[config.mk]
export PLATFORM = sky130hd
export DESIGN_NAME = timer16_counter_and_capture
export DESIGN_NICKNAME = d
export VERILOG_FILES = /design/src/timer16_pkg.sv /design/src/timer16_counter_and_capture.sv
export VERILOG_INCLUDE_DIRS = /design/src
export SDC_FILE = /design/constraint.sdc
export NUM_CORES = 1
export LEC_CHECK = 0
export ABC_AREA = 0
export BUFFER_PORTS_ARGS = -buffer_cell sky130_fd_sc_hd__buf_2
export CORE_MARGIN = 3
export CORE_UTILIZATION = 40
export DETAILED_ROUTE_END_ITERATION = 6
export PLACE_DENSITY = 0.63
export RECOVER_POWER = 100
export SYNTH_ARGS = -nofsm -noshare
export SYNTH_HDL_FRONTEND = slang
export SYNTH_SLANG_ARGS = --single-unit
[constraint.sdc]
create_clock -name CLOCK_IN -period 7.47 [get_ports CLOCK_IN]
set_input_delay 0.747 -clock CLOCK_IN [delete_from_list [all_inputs] [get_ports CLOCK_IN]]
set_output_delay 0.747 -clock CLOCK_IN [all_outputs]
set_load 0.005 [all_outputs]
[src/timer16_cfg.svh]
// Offsets, field positions, reset values and fixed counts of the 16-bit timer
`ifndef TIMER16_CFG_SVH
`define TIMER16_CFG_SVH
// ---------------------------------------------------------------
// I/O locations
// ---------------------------------------------------------------
`define CTRL_A_ADDR      8'h00
`define CTRL_B_ADDR      8'h01
`define CNT_LO_ADDR      8'h04
`define CNT_HI_ADDR      8'h05
`define CAP_LO_ADDR      8'h06
`define CAP_HI_ADDR      8'h07
`define CMPA_LO_ADDR     8'h08
`define CMPA_HI_ADDR     8'h09
`define FLAG_ADDR        8'h0c
`define MASK_ADDR        8'h0d
// ---------------------------------------------------------------
// Field positions
// ---------------------------------------------------------------
`define CTRLB_FILT_BIT   7
`define CTRLB_EDGE_BIT   6
`define FLAG_OVF_BIT     0
`define FLAG_CAP_BIT     5
// ---------------------------------------------------------------
// Reset values and fixed counts
// ---------------------------------------------------------------
`define REG8_RST         8'h00
`define CNT_RST          16'h0000
`define CNT_MAX          16'hffff
`define TOP_8BIT         16'h00ff
`define TOP_9BIT         16'h01ff
`define TOP_10BIT        16'h03ff
`define DIV8_MASK        10'h007
`define DIV64_MASK       10'h03f
`define DIV256_MASK      10'h0ff
`define DIV1024_MASK     10'h3ff
`define FILTER_SAMPLES   4
`endif

[src/timer16_pkg.sv]
// Types shared by the 16-bit timer counter and capture unit
package timer16_pkg;
    typedef struct packed {
        logic [7:0] addr;
        logic       wr;
        logic       rd;
        logic [7:0] wdata;
    } cpu_req_type;
    typedef enum logic {
        DIR_UP,
        DIR_DOWN
    } count_dir_type;
endpackage : timer16_pkg

[src/timer16_counter_and_capture.sv]
// Counter unit and input capture unit of a 16-bit timer
`include "timer16_cfg.svh"
`timescale 1ns/1ps
`default_nettype none
module timer16_counter_and_capture #(
    parameter int FILTER_LEN = `FILTER_SAMPLES
) (
    input  wire logic                      CLOCK_IN,
    input  wire logic                      NRST_IN,
    input  wire timer16_pkg::cpu_req_type  CPU_REQ_IN,
    input  wire logic                      CAPT_PIN_IN,
    input  wire logic                      COMP_OUT_IN,
    input  wire logic                      COMP_SEL_IN,
    input  wire logic                      EXT_CLK_IN,
    input  wire logic                      CAPT_ACK_IN,
    input  wire logic                      OVF_ACK_IN,
    output logic [7:0]                     RDATA_OUT,
    output logic                           CAPT_IRQ_OUT,
    output logic                           OVF_IRQ_OUT,
    output logic                           AT_TOP_OUT,
    output logic                           AT_BOTTOM_OUT
);
    import timer16_pkg::*;
    // ---------------------------------------------------------------
    // Mode decoding
    // ---------------------------------------------------------------
    function automatic logic [15:0] top_value(input logic [3:0] m,
                                              input logic [15:0] cmpa,
                                              input logic [15:0] cap);
        unique case (m)
            4'd1, 4'd5:                     top_value = `TOP_8BIT;
            4'd2, 4'd6:                     top_value = `TOP_9BIT;
            4'd3, 4'd7:                     top_value = `TOP_10BIT;
            4'd4, 4'd9, 4'd11, 4'd15:       top_value = cmpa;
            4'd8, 4'd10, 4'd12, 4'd14:      top_value = cap;
            default:                        top_value = `CNT_MAX;
        endcase
    endfunction : top_value
    function automatic logic dual_slope(input logic [3:0] m);
        dual_slope = (m inside {4'd1, 4'd2, 4'd3, 4'd8, 4'd9, 4'd10, 4'd11});
    endfunction : dual_slope
    function automatic logic fast_pwm(input logic [3:0] m);
        fast_pwm = (m inside {4'd5, 4'd6, 4'd7, 4'd14, 4'd15});
    endfunction : fast_pwm
    function automatic logic cap_is_top(input logic [3:0] m);
        cap_is_top = (m inside {4'd8, 4'd10, 4'd12, 4'd14});
    endfunction : cap_is_top

    // ---------------------------------------------------------------
    // Registers and decode
    // ---------------------------------------------------------------
    logic [7:0]     ctrl_a_q;
    logic [7:0]     ctrl_b_q;
    logic [7:0]     mask_q;
    logic [7:0]     temp_q;
    logic [15:0]    cnt_q;
    logic [15:0]    cnt_d;
    logic [15:0]    cap_q;
    logic [15:0]    cmpa_q;
    logic           ovf_flag_q;
    logic           cap_flag_q;
    count_dir_type  dir_q;
    count_dir_type  dir_d;
    logic [3:0]     mode;
    logic [2:0]     clk_sel;
    logic [15:0]    top;
    logic           wr_cnt_lo;
    logic           wr_cap_lo;
    logic           wr_flag;
    assign mode      = {ctrl_b_q[4:3], ctrl_a_q[1:0]};
    assign clk_sel   = ctrl_b_q[2:0];
    assign top       = top_value(mode, cmpa_q, cap_q);
    assign wr_cnt_lo = CPU_REQ_IN.wr && CPU_REQ_IN.addr == `CNT_LO_ADDR;
    assign wr_cap_lo = CPU_REQ_IN.wr && CPU_REQ_IN.addr == `CAP_LO_ADDR
                       && cap_is_top(mode);
    assign wr_flag   = CPU_REQ_IN.wr && CPU_REQ_IN.addr == `FLAG_ADDR;

    always_ff @(posedge CLOCK_IN or negedge NRST_IN) begin
        if (!NRST_IN) begin
            ctrl_a_q <= `REG8_RST;
            ctrl_b_q <= `REG8_RST;
            mask_q   <= `REG8_RST;
        end else if (CPU_REQ_IN.wr) begin
            if (CPU_REQ_IN.addr == `CTRL_A_ADDR) ctrl_a_q <= CPU_REQ_IN.wdata;
            if (CPU_REQ_IN.addr == `CTRL_B_ADDR) ctrl_b_q <= CPU_REQ_IN.wdata;
            if (CPU_REQ_IN.addr == `MASK_ADDR)   mask_q   <= CPU_REQ_IN.wdata;
        end
    end

    // ---------------------------------------------------------------
    // Shared high-byte latch
    // ---------------------------------------------------------------
    // One latch serves every 16-bit register, so an interrupted pair corrupts
    always_ff @(posedge CLOCK_IN or negedge NRST_IN) begin
        if (!NRST_IN) begin
            temp_q <= `REG8_RST;
        end else if (CPU_REQ_IN.wr && CPU_REQ_IN.addr inside
                     {`CNT_HI_ADDR, `CAP_HI_ADDR, `CMPA_HI_ADDR}) begin
            temp_q <= CPU_REQ_IN.wdata;
        end else if (CPU_REQ_IN.rd && CPU_REQ_IN.addr == `CNT_LO_ADDR) begin
            temp_q <= cnt_q[15:8];
        end else if (CPU_REQ_IN.rd && CPU_REQ_IN.addr == `CAP_LO_ADDR) begin
            temp_q <= cap_q[15:8];
        end
    end

    always_ff @(posedge CLOCK_IN or negedge NRST_IN) begin
        if (!NRST_IN) begin
            cmpa_q <= `CNT_RST;
        end else if (CPU_REQ_IN.wr && CPU_REQ_IN.addr == `CMPA_LO_ADDR) begin
            cmpa_q <= {temp_q, CPU_REQ_IN.wdata};
        end
    end

    // ---------------------------------------------------------------
    // Read port
    // ---------------------------------------------------------------
    always_ff @(posedge CLOCK_IN or negedge NRST_IN) begin
        if (!NRST_IN) begin
            RDATA_OUT <= `REG8_RST;
        end else if (CPU_REQ_IN.rd) begin
            unique case (CPU_REQ_IN.addr)
                `CTRL_A_ADDR:  RDATA_OUT <= ctrl_a_q;
                `CTRL_B_ADDR:  RDATA_OUT <= ctrl_b_q;
                `CNT_LO_ADDR:  RDATA_OUT <= cnt_q[7:0];
                `CNT_HI_ADDR:  RDATA_OUT <= temp_q;
                `CAP_LO_ADDR:  RDATA_OUT <= cap_q[7:0];
                `CAP_HI_ADDR:  RDATA_OUT <= temp_q;
                `CMPA_LO_ADDR: RDATA_OUT <= cmpa_q[7:0];
                `CMPA_HI_ADDR: RDATA_OUT <= cmpa_q[15:8];
                `FLAG_ADDR:    RDATA_OUT <= {2'h0, cap_flag_q, 4'h0, ovf_flag_q};
                `MASK_ADDR:    RDATA_OUT <= mask_q;
                default:       RDATA_OUT <= `REG8_RST;
            endcase
        end
    end

    // ---------------------------------------------------------------
    // Input synchronisers
    // ---------------------------------------------------------------
    // Bit 0 capture pin, bit 1 comparator, bit 2 external tick
    logic [2:0] sync1_q;
    logic [2:0] sync2_q;
    logic [2:0] sync3_q;
    logic [2:0] clean_q;
    logic [2:0] agree;
    assign agree = ~(sync2_q ^ sync3_q);
    always_ff @(posedge CLOCK_IN or negedge NRST_IN) begin
        if (!NRST_IN) begin
            sync1_q <= 3'h0;
            sync2_q <= 3'h0;
            sync3_q <= 3'h0;
            clean_q <= 3'h0;
        end else begin
            sync1_q <= {EXT_CLK_IN, COMP_OUT_IN, CAPT_PIN_IN};
            sync2_q <= sync1_q;
            sync3_q <= sync2_q;
            clean_q <= (sync3_q & agree) | (clean_q & ~agree);
        end
    end

    // ---------------------------------------------------------------
    // Tick selection
    // ---------------------------------------------------------------
    logic [9:0] pre_q;
    logic       ext_prev_q;
    logic       tick;
    always_ff @(posedge CLOCK_IN or negedge NRST_IN) begin
        if (!NRST_IN) begin
            pre_q      <= 10'h000;
            ext_prev_q <= 1'b0;
        end else begin
            pre_q      <= pre_q + 10'h001;
            ext_prev_q <= clean_q[2];
        end
    end

    always_comb begin
        unique case (clk_sel)
            3'd0: tick = 1'b0;
            3'd1: tick = 1'b1;
            3'd2: tick = (pre_q & `DIV8_MASK) == `DIV8_MASK;
            3'd3: tick = (pre_q & `DIV64_MASK) == `DIV64_MASK;
            3'd4: tick = (pre_q & `DIV256_MASK) == `DIV256_MASK;
            3'd5: tick = (pre_q & `DIV1024_MASK) == `DIV1024_MASK;
            3'd6: tick = ext_prev_q && !clean_q[2];
            3'd7: tick = !ext_prev_q && clean_q[2];
        endcase
    end

    // ---------------------------------------------------------------
    // Counter
    // ---------------------------------------------------------------
    logic ovf_evt;
    always_comb begin
        cnt_d   = cnt_q;
        dir_d   = dir_q;
        ovf_evt = 1'b0;
        if (wr_cnt_lo) begin
            cnt_d = {temp_q, CPU_REQ_IN.wdata};
        end else if (tick && dual_slope(mode)) begin
            if (dir_q == DIR_UP && cnt_q >= top) begin
                dir_d = DIR_DOWN;
                cnt_d = cnt_q - 16'h0001;
            end else if (dir_q == DIR_DOWN && cnt_q == `CNT_RST) begin
                dir_d   = DIR_UP;
                cnt_d   = cnt_q + 16'h0001;
                ovf_evt = 1'b1;
            end else if (dir_q == DIR_UP) begin
                cnt_d = cnt_q + 16'h0001;
            end else begin
                cnt_d = cnt_q - 16'h0001;
            end
        end else if (tick) begin
            dir_d   = DIR_UP;
            cnt_d   = (cnt_q == top) ? `CNT_RST : cnt_q + 16'h0001;
            ovf_evt = fast_pwm(mode) ? (cnt_q == top)
                                     : (cnt_q == `CNT_MAX);
        end
    end

    always_ff @(posedge CLOCK_IN or negedge NRST_IN) begin
        if (!NRST_IN) begin
            cnt_q         <= `CNT_RST;
            dir_q         <= DIR_UP;
            AT_TOP_OUT    <= 1'b0;
            AT_BOTTOM_OUT <= 1'b0;
        end else begin
            cnt_q         <= cnt_d;
            dir_q         <= dir_d;
            AT_TOP_OUT    <= (cnt_d == top);
            AT_BOTTOM_OUT <= (cnt_d == `CNT_RST);
        end
    end

    // ---------------------------------------------------------------
    // Noise filter and edge detector
    // ---------------------------------------------------------------
    logic [FILTER_LEN-1:0] hist_q;
    logic                  trig;
    logic                  filt_q;
    logic                  filt_prev_q;
    logic                  cap_evt;
    assign trig    = COMP_SEL_IN ? clean_q[1] : clean_q[0];
    assign cap_evt = !cap_is_top(mode) && filt_q != filt_prev_q
                     && filt_q == ctrl_b_q[`CTRLB_EDGE_BIT];
    // Filter is always sampled on the system clock, never on the tick
    always_ff @(posedge CLOCK_IN or negedge NRST_IN) begin
        if (!NRST_IN) begin
            hist_q      <= '0;
            filt_q      <= 1'b0;
            filt_prev_q <= 1'b0;
        end else begin
            hist_q      <= {hist_q[FILTER_LEN-2:0], trig};
            filt_prev_q <= filt_q;
            if (!ctrl_b_q[`CTRLB_FILT_BIT]) begin
                filt_q <= trig;
            end else if (&hist_q) begin
                filt_q <= 1'b1;
            end else if (~|hist_q) begin
                filt_q <= 1'b0;
            end
        end
    end

    // ---------------------------------------------------------------
    // Capture value and flags
    // ---------------------------------------------------------------
    always_ff @(posedge CLOCK_IN or negedge NRST_IN) begin
        if (!NRST_IN) begin
            cap_q <= `CNT_RST;
        end else if (wr_cap_lo) begin
            cap_q <= {temp_q, CPU_REQ_IN.wdata};
        end else if (cap_evt) begin
            cap_q <= cnt_q;
        end
    end

    // Hardware set wins over a clear in the same cycle
    always_ff @(posedge CLOCK_IN or negedge NRST_IN) begin
        if (!NRST_IN) begin
            cap_flag_q <= 1'b0;
        end else if (cap_evt) begin
            cap_flag_q <= 1'b1;
        end else if (CAPT_ACK_IN
                     || (wr_flag && CPU_REQ_IN.wdata[`FLAG_CAP_BIT])) begin
            cap_flag_q <= 1'b0;
        end
    end

    always_ff @(posedge CLOCK_IN or negedge NRST_IN) begin
        if (!NRST_IN) begin
            ovf_flag_q <= 1'b0;
        end else if (ovf_evt) begin
            ovf_flag_q <= 1'b1;
        end else if (OVF_ACK_IN
                     || (wr_flag && CPU_REQ_IN.wdata[`FLAG_OVF_BIT])) begin
            ovf_flag_q <= 1'b0;
        end
    end

    always_ff @(posedge CLOCK_IN or negedge NRST_IN) begin
        if (!NRST_IN) begin
            CAPT_IRQ_OUT <= 1'b0;
            OVF_IRQ_OUT  <= 1'b0;
        end else begin
            CAPT_IRQ_OUT <= cap_flag_q && mask_q[`FLAG_CAP_BIT];
            OVF_IRQ_OUT  <= ovf_flag_q && mask_q[`FLAG_OVF_BIT];
        end
    end

endmodule : timer16_counter_and_capture

`default_nettype wire

== Word level (Yosys, flattened, before mapping) ==
Cells that the tools add are included.

* Output and inout port bits: 12
* Bits of input ports: 26
* Logic and storage cells: 159
* Bits in registers: 124

* Magnitude comparators: 1
* Reduce and logical (&&, ||, !) cells: 49
* Add/sub/neg operators: 3
* Equal/unequal tests: 41
* Bitwise logic cells: 8
* Mux-type cells: 33

{| class="wikitable"
|+ Operators by type and width
! operator !! number
|-
| $mux W16 || 9
|-
| $pmux W16 S5 || 1
|-
| $pmux W8 S9 || 1
|-
| $eq A16 B16 Y1 || 2
|-
| $eq A8 B3 Y1 const B || 4
|-
| $eq A8 B4 Y1 const B || 4
|-
| $logic_not A16 Y1 || 2
|-
| $eq A4 B4 Y1 const B || 7
|-
| $mux W8 || 3
|-
| $logic_and A1 B1 Y1 || 19
|-
| $mux W1 || 18
|-
| $add A16 B1 Y16 const B || 1
|-
| $eq A16 B16 Y1 const B || 1
|-
| $eq A4 B3 Y1 const B || 4
|-
| $ge A16 B16 Y1 || 1
|-
| $sub A16 B1 Y16 const B || 1
|-
| $eq A3 B3 Y1 const B || 5
|-
| $reduce_or A4 Y1 || 3
|-
| $add A10 B1 Y10 const B || 1
|-
| $eq A10 B10 Y1 const B || 1
|-
| $eq A4 B2 Y1 const B || 2
|-
| $eq A8 B1 Y1 const B || 1
|-
| $eq A8 B8 Y1 const B || 1
|-
| $logic_not A8 Y1 || 1
|-
| other kinds (26) || 42
|}

== Logic depth before layout (Yosys ltp) ==
Gate-level depths: netlist (run 1).

* Word-level depth: 9
* Gate-level depth with buffers: 20
* Depth with buffers taken out: 16

== Least setup slack after synthesis (run 1) ==
OpenSTA, ideal clock, no wires.

* Path kind: register to register
* Start point: register ctrl_b_q[4]
* End point: register AT_BOTTOM_OUT
* Clock period less this slack: 4.352 ns
* Required time: 7.369 ns
* Path buffers: 3
* Slack: 3.118 ns
* Library setup time: 0.101 ns
* Cell stages (with the launch flop): 19
* Arrival: 4.251 ns
* Cell sequence: dfrtp_1 buf_2 and2_1 or2_2 a221oi_2 ha_1 and4_1 a221oi_1 o31ai_2 nor3_2 or2_1 buf_2 buf_6 mux2i_1 xnor2_1 a21o_1 o21a_1 or4_1 nor4_1

* Cells in the longest elaborated chain, start to end: 9
* Elaborated cells between the ends (all ways): 31
* Classes of those cells: 1 x order compare; 15 x eq/ne; 6 x mux; 9 x reduce/logical

{| class="wikitable"
|+ Ends and longest elaborated chain
! element !! RTL line !! RTL
|-
| start: declaration || timer16_counter_and_capture.sv:53 || <nowiki>logic [7:0] ctrl_b_q;</nowiki>
|-
| start signal: assignment || timer16_counter_and_capture.sv:81 || <nowiki>ctrl_b_q <= `REG8_RST;</nowiki>
|-
| start signal: assignment || timer16_counter_and_capture.sv:85 || <nowiki>if (CPU_REQ_IN.addr == `CTRL_B_ADDR) ctrl_b_q <= CPU_REQ_IN.wdata;</nowiki>
|-
| $eq A4 B4 Y1, or another cell as far along || timer16_counter_and_capture.sv:30 || <nowiki>unique case (m)</nowiki>
|-
| $reduce_or A4 Y1 / $reduce_or A2 Y1 (equally long branches) || timer16_counter_and_capture.sv:30 ||
|-
| $pmux W16 S5 || timer16_counter_and_capture.sv:30 ||
|-
| $ge A16 B16 Y1 / $eq A16 B16 Y1 (equally long branches) || timer16_counter_and_capture.sv:202, timer16_counter_and_capture.sv:216 ||
|-
| $logic_and A1 B1 Y1 / $mux W16 (equally long branches) || timer16_counter_and_capture.sv:202, timer16_counter_and_capture.sv:216 ||
|-
| $mux W16 (on tied branches) || timer16_counter_and_capture.sv:202, timer16_counter_and_capture.sv:214 ||
|-
| $mux W16 (*) || timer16_counter_and_capture.sv:201 || <nowiki>end else if (tick && dual_slope(mode)) begin</nowiki>
|-
| $mux W16 (*) || timer16_counter_and_capture.sv:199 || <nowiki>if (wr_cnt_lo) begin</nowiki>
|-
| $logic_not A16 Y1 (no line) (*) || -- ||
|-
| end signal: assignment || timer16_counter_and_capture.sv:232 || <nowiki>AT_BOTTOM_OUT <= (cnt_d == `CNT_RST);</nowiki>
|-
| end: declaration || timer16_counter_and_capture.sv:21 || <nowiki>output logic AT_BOTTOM_OUT</nowiki>
|}

Every way passes the cells marked *; elsewhere a longest branch is shown, timed or not.
A chain may end at the register's enable or synchronous reset.

== Worst setup path after layout (run 1) ==
* Start point: register ctrl_a_q[0]
* End point: register AT_TOP_OUT

* Cells in the longest elaborated chain, start to end: 9
* Elaborated cells between the ends (all ways): 31
* Classes of those cells: 1 x order compare; 16 x eq/ne; 6 x mux; 8 x reduce/logical

{| class="wikitable"
|+ Ends and longest elaborated chain
! element !! RTL line !! RTL
|-
| start: declaration || timer16_counter_and_capture.sv:52 || <nowiki>logic [7:0] ctrl_a_q;</nowiki>
|-
| start signal: assignment || timer16_counter_and_capture.sv:80 || <nowiki>ctrl_a_q <= `REG8_RST;</nowiki>
|-
| start signal: assignment || timer16_counter_and_capture.sv:84 || <nowiki>if (CPU_REQ_IN.addr == `CTRL_A_ADDR) ctrl_a_q <= CPU_REQ_IN.wdata;</nowiki>
|-
| $eq A4 B4 Y1, or another cell as far along || timer16_counter_and_capture.sv:30 ||
|-
| $reduce_or A4 Y1 / $reduce_or A2 Y1 (equally long branches) || timer16_counter_and_capture.sv:30 ||
|-
| $pmux W16 S5 || timer16_counter_and_capture.sv:30 ||
|-
| $ge A16 B16 Y1 / $eq A16 B16 Y1 (equally long branches) || timer16_counter_and_capture.sv:202, timer16_counter_and_capture.sv:216 ||
|-
| $logic_and A1 B1 Y1 / $mux W16 (equally long branches) || timer16_counter_and_capture.sv:202, timer16_counter_and_capture.sv:216 ||
|-
| $mux W16 (on tied branches) || timer16_counter_and_capture.sv:202, timer16_counter_and_capture.sv:214 ||
|-
| $mux W16 || timer16_counter_and_capture.sv:201 ||
|-
| $mux W16 || timer16_counter_and_capture.sv:199 ||
|-
| $eq A16 B16 Y1 (*) || timer16_counter_and_capture.sv:231 || <nowiki>AT_TOP_OUT <= (cnt_d == top);</nowiki>
|-
| end signal: assignment || timer16_counter_and_capture.sv:231 ||
|-
| end: declaration || timer16_counter_and_capture.sv:20 || <nowiki>output logic AT_TOP_OUT,</nowiki>
|}

Marked as above.

==> results.txt, run 1 <==
starting DRC count in detailed routing: 747
# port buffers: 37
die span in x: 148 µm
Vias per Instance: 6.30
minimum clock period: 6190 ps
Critical Path Source Type: flip-flop
Synth Cell Area: 8050 µm²
DR pass1 iterations: 5
Setup TNS: 0 ps
H-tree level count: 4
EDFF count, synth: 0
Unique masters post-synth: 89
Starting Density: 41.1%
first-pass GRT wire length: 41.9 mm
f_max: 0.162 GHz
gpl congestion: 0.961
Num CTS Buffers: 17
clk_skew: 10.5 ps
overall via count from detail_route: 7296
area post-placement: 8370 µm²
Clk pwr share: 36.8%
switch share: 37.4%
Hold-fix buffers, CTS: 0
# IOs: 38
post-route ant nets: 0
Clock transition at path regs: 70 ps
Synth Instances: 879
Core Footprint: 19600 µm²
most frequent cell after synthesis: dfrtp_1
layout net count: 927
status: finished with violations
R2R depth: 15
yosys warns: 0
Slowest-stage cell, CP: or2_0
period utilization: 82.9%
power per cell area: 259 nW/µm²
largest net degree at the start of global routing: 70
Avg Inst Size Synth: 9.16 µm²
register area share after synthesis: 38.6%
hold path startpoint: sync1_q[2]
CTS tree: built
crit path cell chain: nor3_1, or2_2, a221oi_1, ha_1, and4_1, a221oi_1, o31ai_1, nor3_1, or2_0, mux2i_1, xnor2_1, o32ai_1, or3_1, nor4_1, o2111a_1
Setup violations, final: 0
Worst-Margin Slew: 3850 ps
Leak: 3.79 nW
Hold Crit Class: reg -> reg
crit path DAT: 6560 ps
Routed WL per cell: 23.5 µm
Net Sw Power: 0.863 mW
Flop pwr share: 37.4%
max incr delay on CP: 790 ps
Post-Syn Nets: 925
critical path peak fanout: 18
synthesized flop and latch total: 124
hold depth: 0
Synth top cells by count: dfrtp_1, nor2_1, nand2_1, a21oi_1
non-filler cells, final: 1159
CTS Buffer Depth: 2
Hold Path Sink: sync2_q[2]
CP endpoint kind: flip-flop
fillcell total: 1963
CTS resizes: 0
number of global-route vias before repair: 6991
layout cells sized above 1: 14.7%
grt ovf: 0
row count: 51
post-synth top area share: 38.6%
Req. time, crit path: 7840 ps
flop2flop setup slack: 1280 ps
worst r2r dst: AT_TOP_OUT
final instance area: 8910 µm²
setup bufs post-CTS: 0
cell internal pwr: 1.44 mW
root buffer selected by CTS: clkbuf_16
Die H: 148 µm
violated checks: capacitance limit, slew limit
synth-to-layout area growth: 10.7%
die area: 21900 µm²
Final Hold Fails: 0
Tot GR Track Use: 25.1%
CP Class: reg -> reg
Gate power share: 25.8%
Main synth FF type: dfrtp_1
CTS Sinks: 124
Remaining DRCs: 0
unrepaired setup endpoints after global routing: no
Worst-Skew Late Latency: 430 ps
Slew headroom: -157%
fin. max-slew vios: 148
synth top area cells: dfrtp_1, mux2_2, mux2i_1
Max rail drop VDD: 0.000153 V
HPWL Detailed: 19.7 mm
Layout Utilization: 45.5%
ys async rst share: 100%
initial antenna violation count: 0
leading area contributor after synthesis: dfrtp_1
ANT cells: 0
Max Cap Viol: 3
placed cell count: 1127
Hold WS: 350 ps
reg-to-reg startpoint: ctrl_a_q[0]
final wirelength: 27.2 mm
==> layout by cell type, fill, tap and decap left out, types with 4 or more instances in the layout <==
cell type,n
dfrtp_1,124
o21a_1,8
o21ai_1,4
inv_8,5
a31oi_1,9
o21ai_0,46
mux2_2,45
nand3_1,23
nand4_1,11
nor2_1,80
and4_1,8
a221oi_1,8
a21oi_1,57
o211ai_1,8
a22oi_1,7
or3_1,5
nor3_1,20
o31ai_1,6
nor2b_1,8
and2_1,7
inv_1,28
or2_2,5
clkbuf_1,12
a221o_1,12
nor4_1,16
xnor2_1,19
clkbuf_16,17
and3_1,12
or4_1,4
ha_1,20
o22ai_1,24
xor2_1,12
buf_2,28
nand2_1,64
nand3b_1,4
mux2i_1,43
==> state kept, by name (all words and copies together) (netlist names), named ones only <==
signal         count
ctrl_b_q           8
temp_q             8
hist_q             4
cap_flag_q         1
AT_TOP_OUT         1
sync1_q            3
AT_BOTTOM_OUT      1
cmpa_q            16
dir_q              1
cap_q             16
filt_prev_q        1
OVF_IRQ_OUT        1
CAPT_IRQ_OUT       1
ovf_flag_q         1
sync2_q            3
filt_q             1
ext_prev_q         1
cnt_q             16
RDATA_OUT          8
pre_q             10
ctrl_a_q           8
sync3_q            3
mask_q             8
==> critical path: cells and delay by family, from the launching register on <==
kind            cells  cell delay, ps
compound gates      5            1540
xor+xnor            1             420
fa+ha+maj           1             350
flops               1             680
mux                 1             210
simple gates        7            2930
==> power groups by stage <==
stage / sequential (mW) / combinational, mW / clock (mW)
after detailed placement: 0.870 / 0.587 / 0
after global routing: 0.870 / 0.642 / 0.887
after global placement: 0.867 / 0.586 / 0
after floorplan: 0.788 / 0.475 / 0
after CTS: 0.858 / 0.591 / 0.861
final: 0.863 / 0.596 / 0.849
==> logic make-up (layout without fill, tap and decap cells) <==
family / count (synthesis) / after routing / synth area share, %
AOI/OAI and AO/OA: 235 / 235 / 19.6
muxes: 89 / 89 / 11.8
and+or+nand+nor: 289 / 289 / 18.8
buffers and inverters: 88 / 103 / 4.48
DFF: 124 / 124 / 38.6
adders and majority gates: 23 / 23 / 3.48
xor gates and xnor gates: 31 / 31 / 3.37
==> layout make-up <==
class | instances | area [µm²] | area share [%]
tap | 265 | 332 | 3.72
multi-input combinational | 667 | 4560 | 51.2
clock buffer | 17 | 425 | 4.77
sequential | 124 | 3100 | 34.8
inverter | 28 | 105 | 1.18
timing repair buffer | 43 | 208 | 2.33
clock inverter | 15 | 176 | 1.98
==> how the worst max path moves through the flow <==
stage | cells past startpoint | from | end | slack, ps
4_1_cts | 16 | ctrl_a_q[0] | AT_TOP_OUT | 1790
6_report | 15 | ctrl_a_q[0] | AT_TOP_OUT | 1280
3_3_place_gp | 16 | ctrl_a_q[0] | AT_TOP_OUT | 2010
3_5_place_dp | 16 | ctrl_a_q[0] | AT_TOP_OUT | 1820
2_1_floorplan | 18 | ctrl_b_q[4] | AT_BOTTOM_OUT | 3120
5_1_grt | 2 | NRST_IN | pre_q[9] | 680
==> layer usage <==
| metal | part of all wire, % | vias to the layer above | GRT usage (%) |
|---|---|---|---|
| li1 | - | 3265 | - |
| met1 | 44 | 3590 | 34.6 |
| met2 | 45 | 352 | 38.8 |
| met3 | 7.0 | 89 | 4.60 |
| met4 | 4.3 | 0 | 10.9 |
| met5 | 0 | - | 0 |
==> stage by stage <==
step                setup slack, ps  power, mW
floorplan                      3120       1.26
global placement               2010       1.45
detailed placement             1820       1.46
CTS                            1790       2.31
global route                    684       2.40
finish                         1280       2.31
(Power assumes the default switching activity.)
==> run 2, diff against run 1 <==
Clock period 7.47 ns to 5.8 ns, I/O delays scaled along.
==> results.txt, run 2 (synthesis results as in run 1) <==
origin of the worst setup path: ctrl_b_q[4]
Leak: 3.82 nW
final wirelength: 27.3 mm
Clock transition at path regs: 60 ps
largest registers: cap_q x16, cmpa_q x16, cnt_q x16
die span in x: 148 µm
overall via count from detail_route: 7245
layout net count: 931
most frequent cells in the layout: dfrtp_1, nor2_1, nand2_1
CP Class: reg -> reg
commonest non-fill, non-tap cell in the layout: dfrtp_1
first-pass GRT wire length: 41.8 mm
unrepaired setup endpoints after global routing: no
Net Sw Power: 1.08 mW
Hold-fix buffers, CTS: 0
period utilization: 93.2%
CTS resizes: 0
non-filler cells, final: 1163
reg-to-reg startpoint: ctrl_b_q[4]
area post-placement: 8400 µm²
Worst-Margin Slew: 3620 ps
CTS Sinks: 124
Vias per Instance: 6.23
violated checks: capacitance limit, slew limit
power per cell area: 335 nW/µm²
Hold Path Sink: sync1_q[0]
Core Footprint: 19600 µm²
Gate power share: 26.4%
Max Cap Viol: 3
worst r2r dst: AT_BOTTOM_OUT
Critical Path Source Type: flip-flop
Hold Crit Class: in -> reg
Total Power: 2.99 mW
critical path peak fanout: 18
post-route ant nets: 0
DR pass1 iterations: 5
hold path startpoint: CAPT_PIN_IN
Final Hold Fails: 0
status: finished with violations
Remaining DRCs: 0
starting DRC count in detailed routing: 960
initial antenna violation count: 0
Setup violations, final: 0
CTS Buffer Depth: 2
Hold WS: 257 ps
Num CTS Buffers: 17
Slew headroom: -142%
# port buffers: 37
hold depth: 1
grt ovf: 0
crit path DAT: 5730 ps
row count: 51
placed cell count: 1131
synth-to-layout area growth: 11.2%
Worst-Skew Late Latency: 420 ps
CTS tree: built
Clk pwr share: 36.7%
minimum clock period: 5410 ps
die area: 21900 µm²
CP endpoint kind: flip-flop
cell internal pwr: 1.91 mW
R2R depth: 16
f_max: 0.185 GHz
Die H: 148 µm
Setup TNS: 0 ps
layout cells sized above 1: 15.4%
# IOs: 38
Starting Density: 41.1%
final instance area: 8950 µm²
Routed WL per cell: 23.5 µm
H-tree level count: 4
root buffer selected by CTS: clkbuf_16
flop2flop setup slack: 390 ps
fin. max-slew vios: 148
Tot GR Track Use: 25.1%
largest net degree at the start of global routing: 67
clk_skew: 9.72 ps
gpl congestion: 0.958
switch share: 36.2%
number of global-route vias before repair: 7023
Req. time, crit path: 6120 ps
ANT cells: 0
setup bufs post-CTS: 0
Flop pwr share: 36.9%
Max rail drop VDD: 0.000233 V
HPWL Detailed: 19.6 mm
-- run 2: cell count changes in the layout (fill, tap and decap cells not counted), sizes merged --
cell      previous run  this run
bufinv               1         2
buf                 31        36
inv                 36        31
clkinvlp             3         4
clkbuf              29        31
-- run 2: area by class of cell --
| cell class | instances | area, µm² |
|---|---|---|
| fill | 1925 | 10600 |
| multi-input combinational | 667 | 4570 |
| sequential | 124 | 3100 |
| clock buffer | 20 | 457 |
| tap | 265 | 332 |
| timing repair buffer | 47 | 243 |
| clock inverter | 12 | 135 |
| inverter | 28 | 105 |
-- run 2: per-stage QoR --
stage | util, % | setup slack (ps)
6_report | 45.7 | 392
5_1_grt | 45.7 | 47.3
4_1_cts | 45.9 | 478
3_5_place_dp | 42.9 | 507
3_3_place_gp | 42.9 | 492
2_1_floorplan | - | 1450
-- run 2: layer usage --
layer,wire (µm),global-route usage (%)
met4,1060,10.5
met3,2220,4.75
met1,11400,33.9
met2,12700,39.7
met5,0,0
-- run 2: critical path, cell delays in order, from the launching register on --
cell and delay, ps:
dfrtp_1 660, inv_1 190, nor2_1 490, a221o_1 430
inv_1 140, ha_1 330, and3_1 220, nand4_2 180
o31ai_2 400, nor3_2 140, nor2_1 500, mux2i_1 290
xor2_1 130, o21ai_0 280, o21ai_0 150, or4_1 540
nor4_1 220
-- run 2: power groups by stage --
stage          Clock, mW  Sequential [mW]  Combinational, mW
2_1_floorplan          0             1.01              0.612
3_3_place_gp           0             1.11              0.773
3_5_place_dp           0             1.11              0.774
4_1_cts             1.11             1.10              0.781
5_1_grt             1.15             1.11              0.854
6_report            1.10             1.10              0.791
-- run 2: how the worst max path moves through the flow --
stage                     slack [ps]             to  depth (start not counted)
after floorplan                 1450  AT_BOTTOM_OUT                         18
after global placement           490  AT_BOTTOM_OUT                         16
after detailed placement         510  AT_BOTTOM_OUT                         16
after CTS                        480  AT_BOTTOM_OUT                         16
after global routing              50  AT_BOTTOM_OUT                         15
final                            390  AT_BOTTOM_OUT                         16
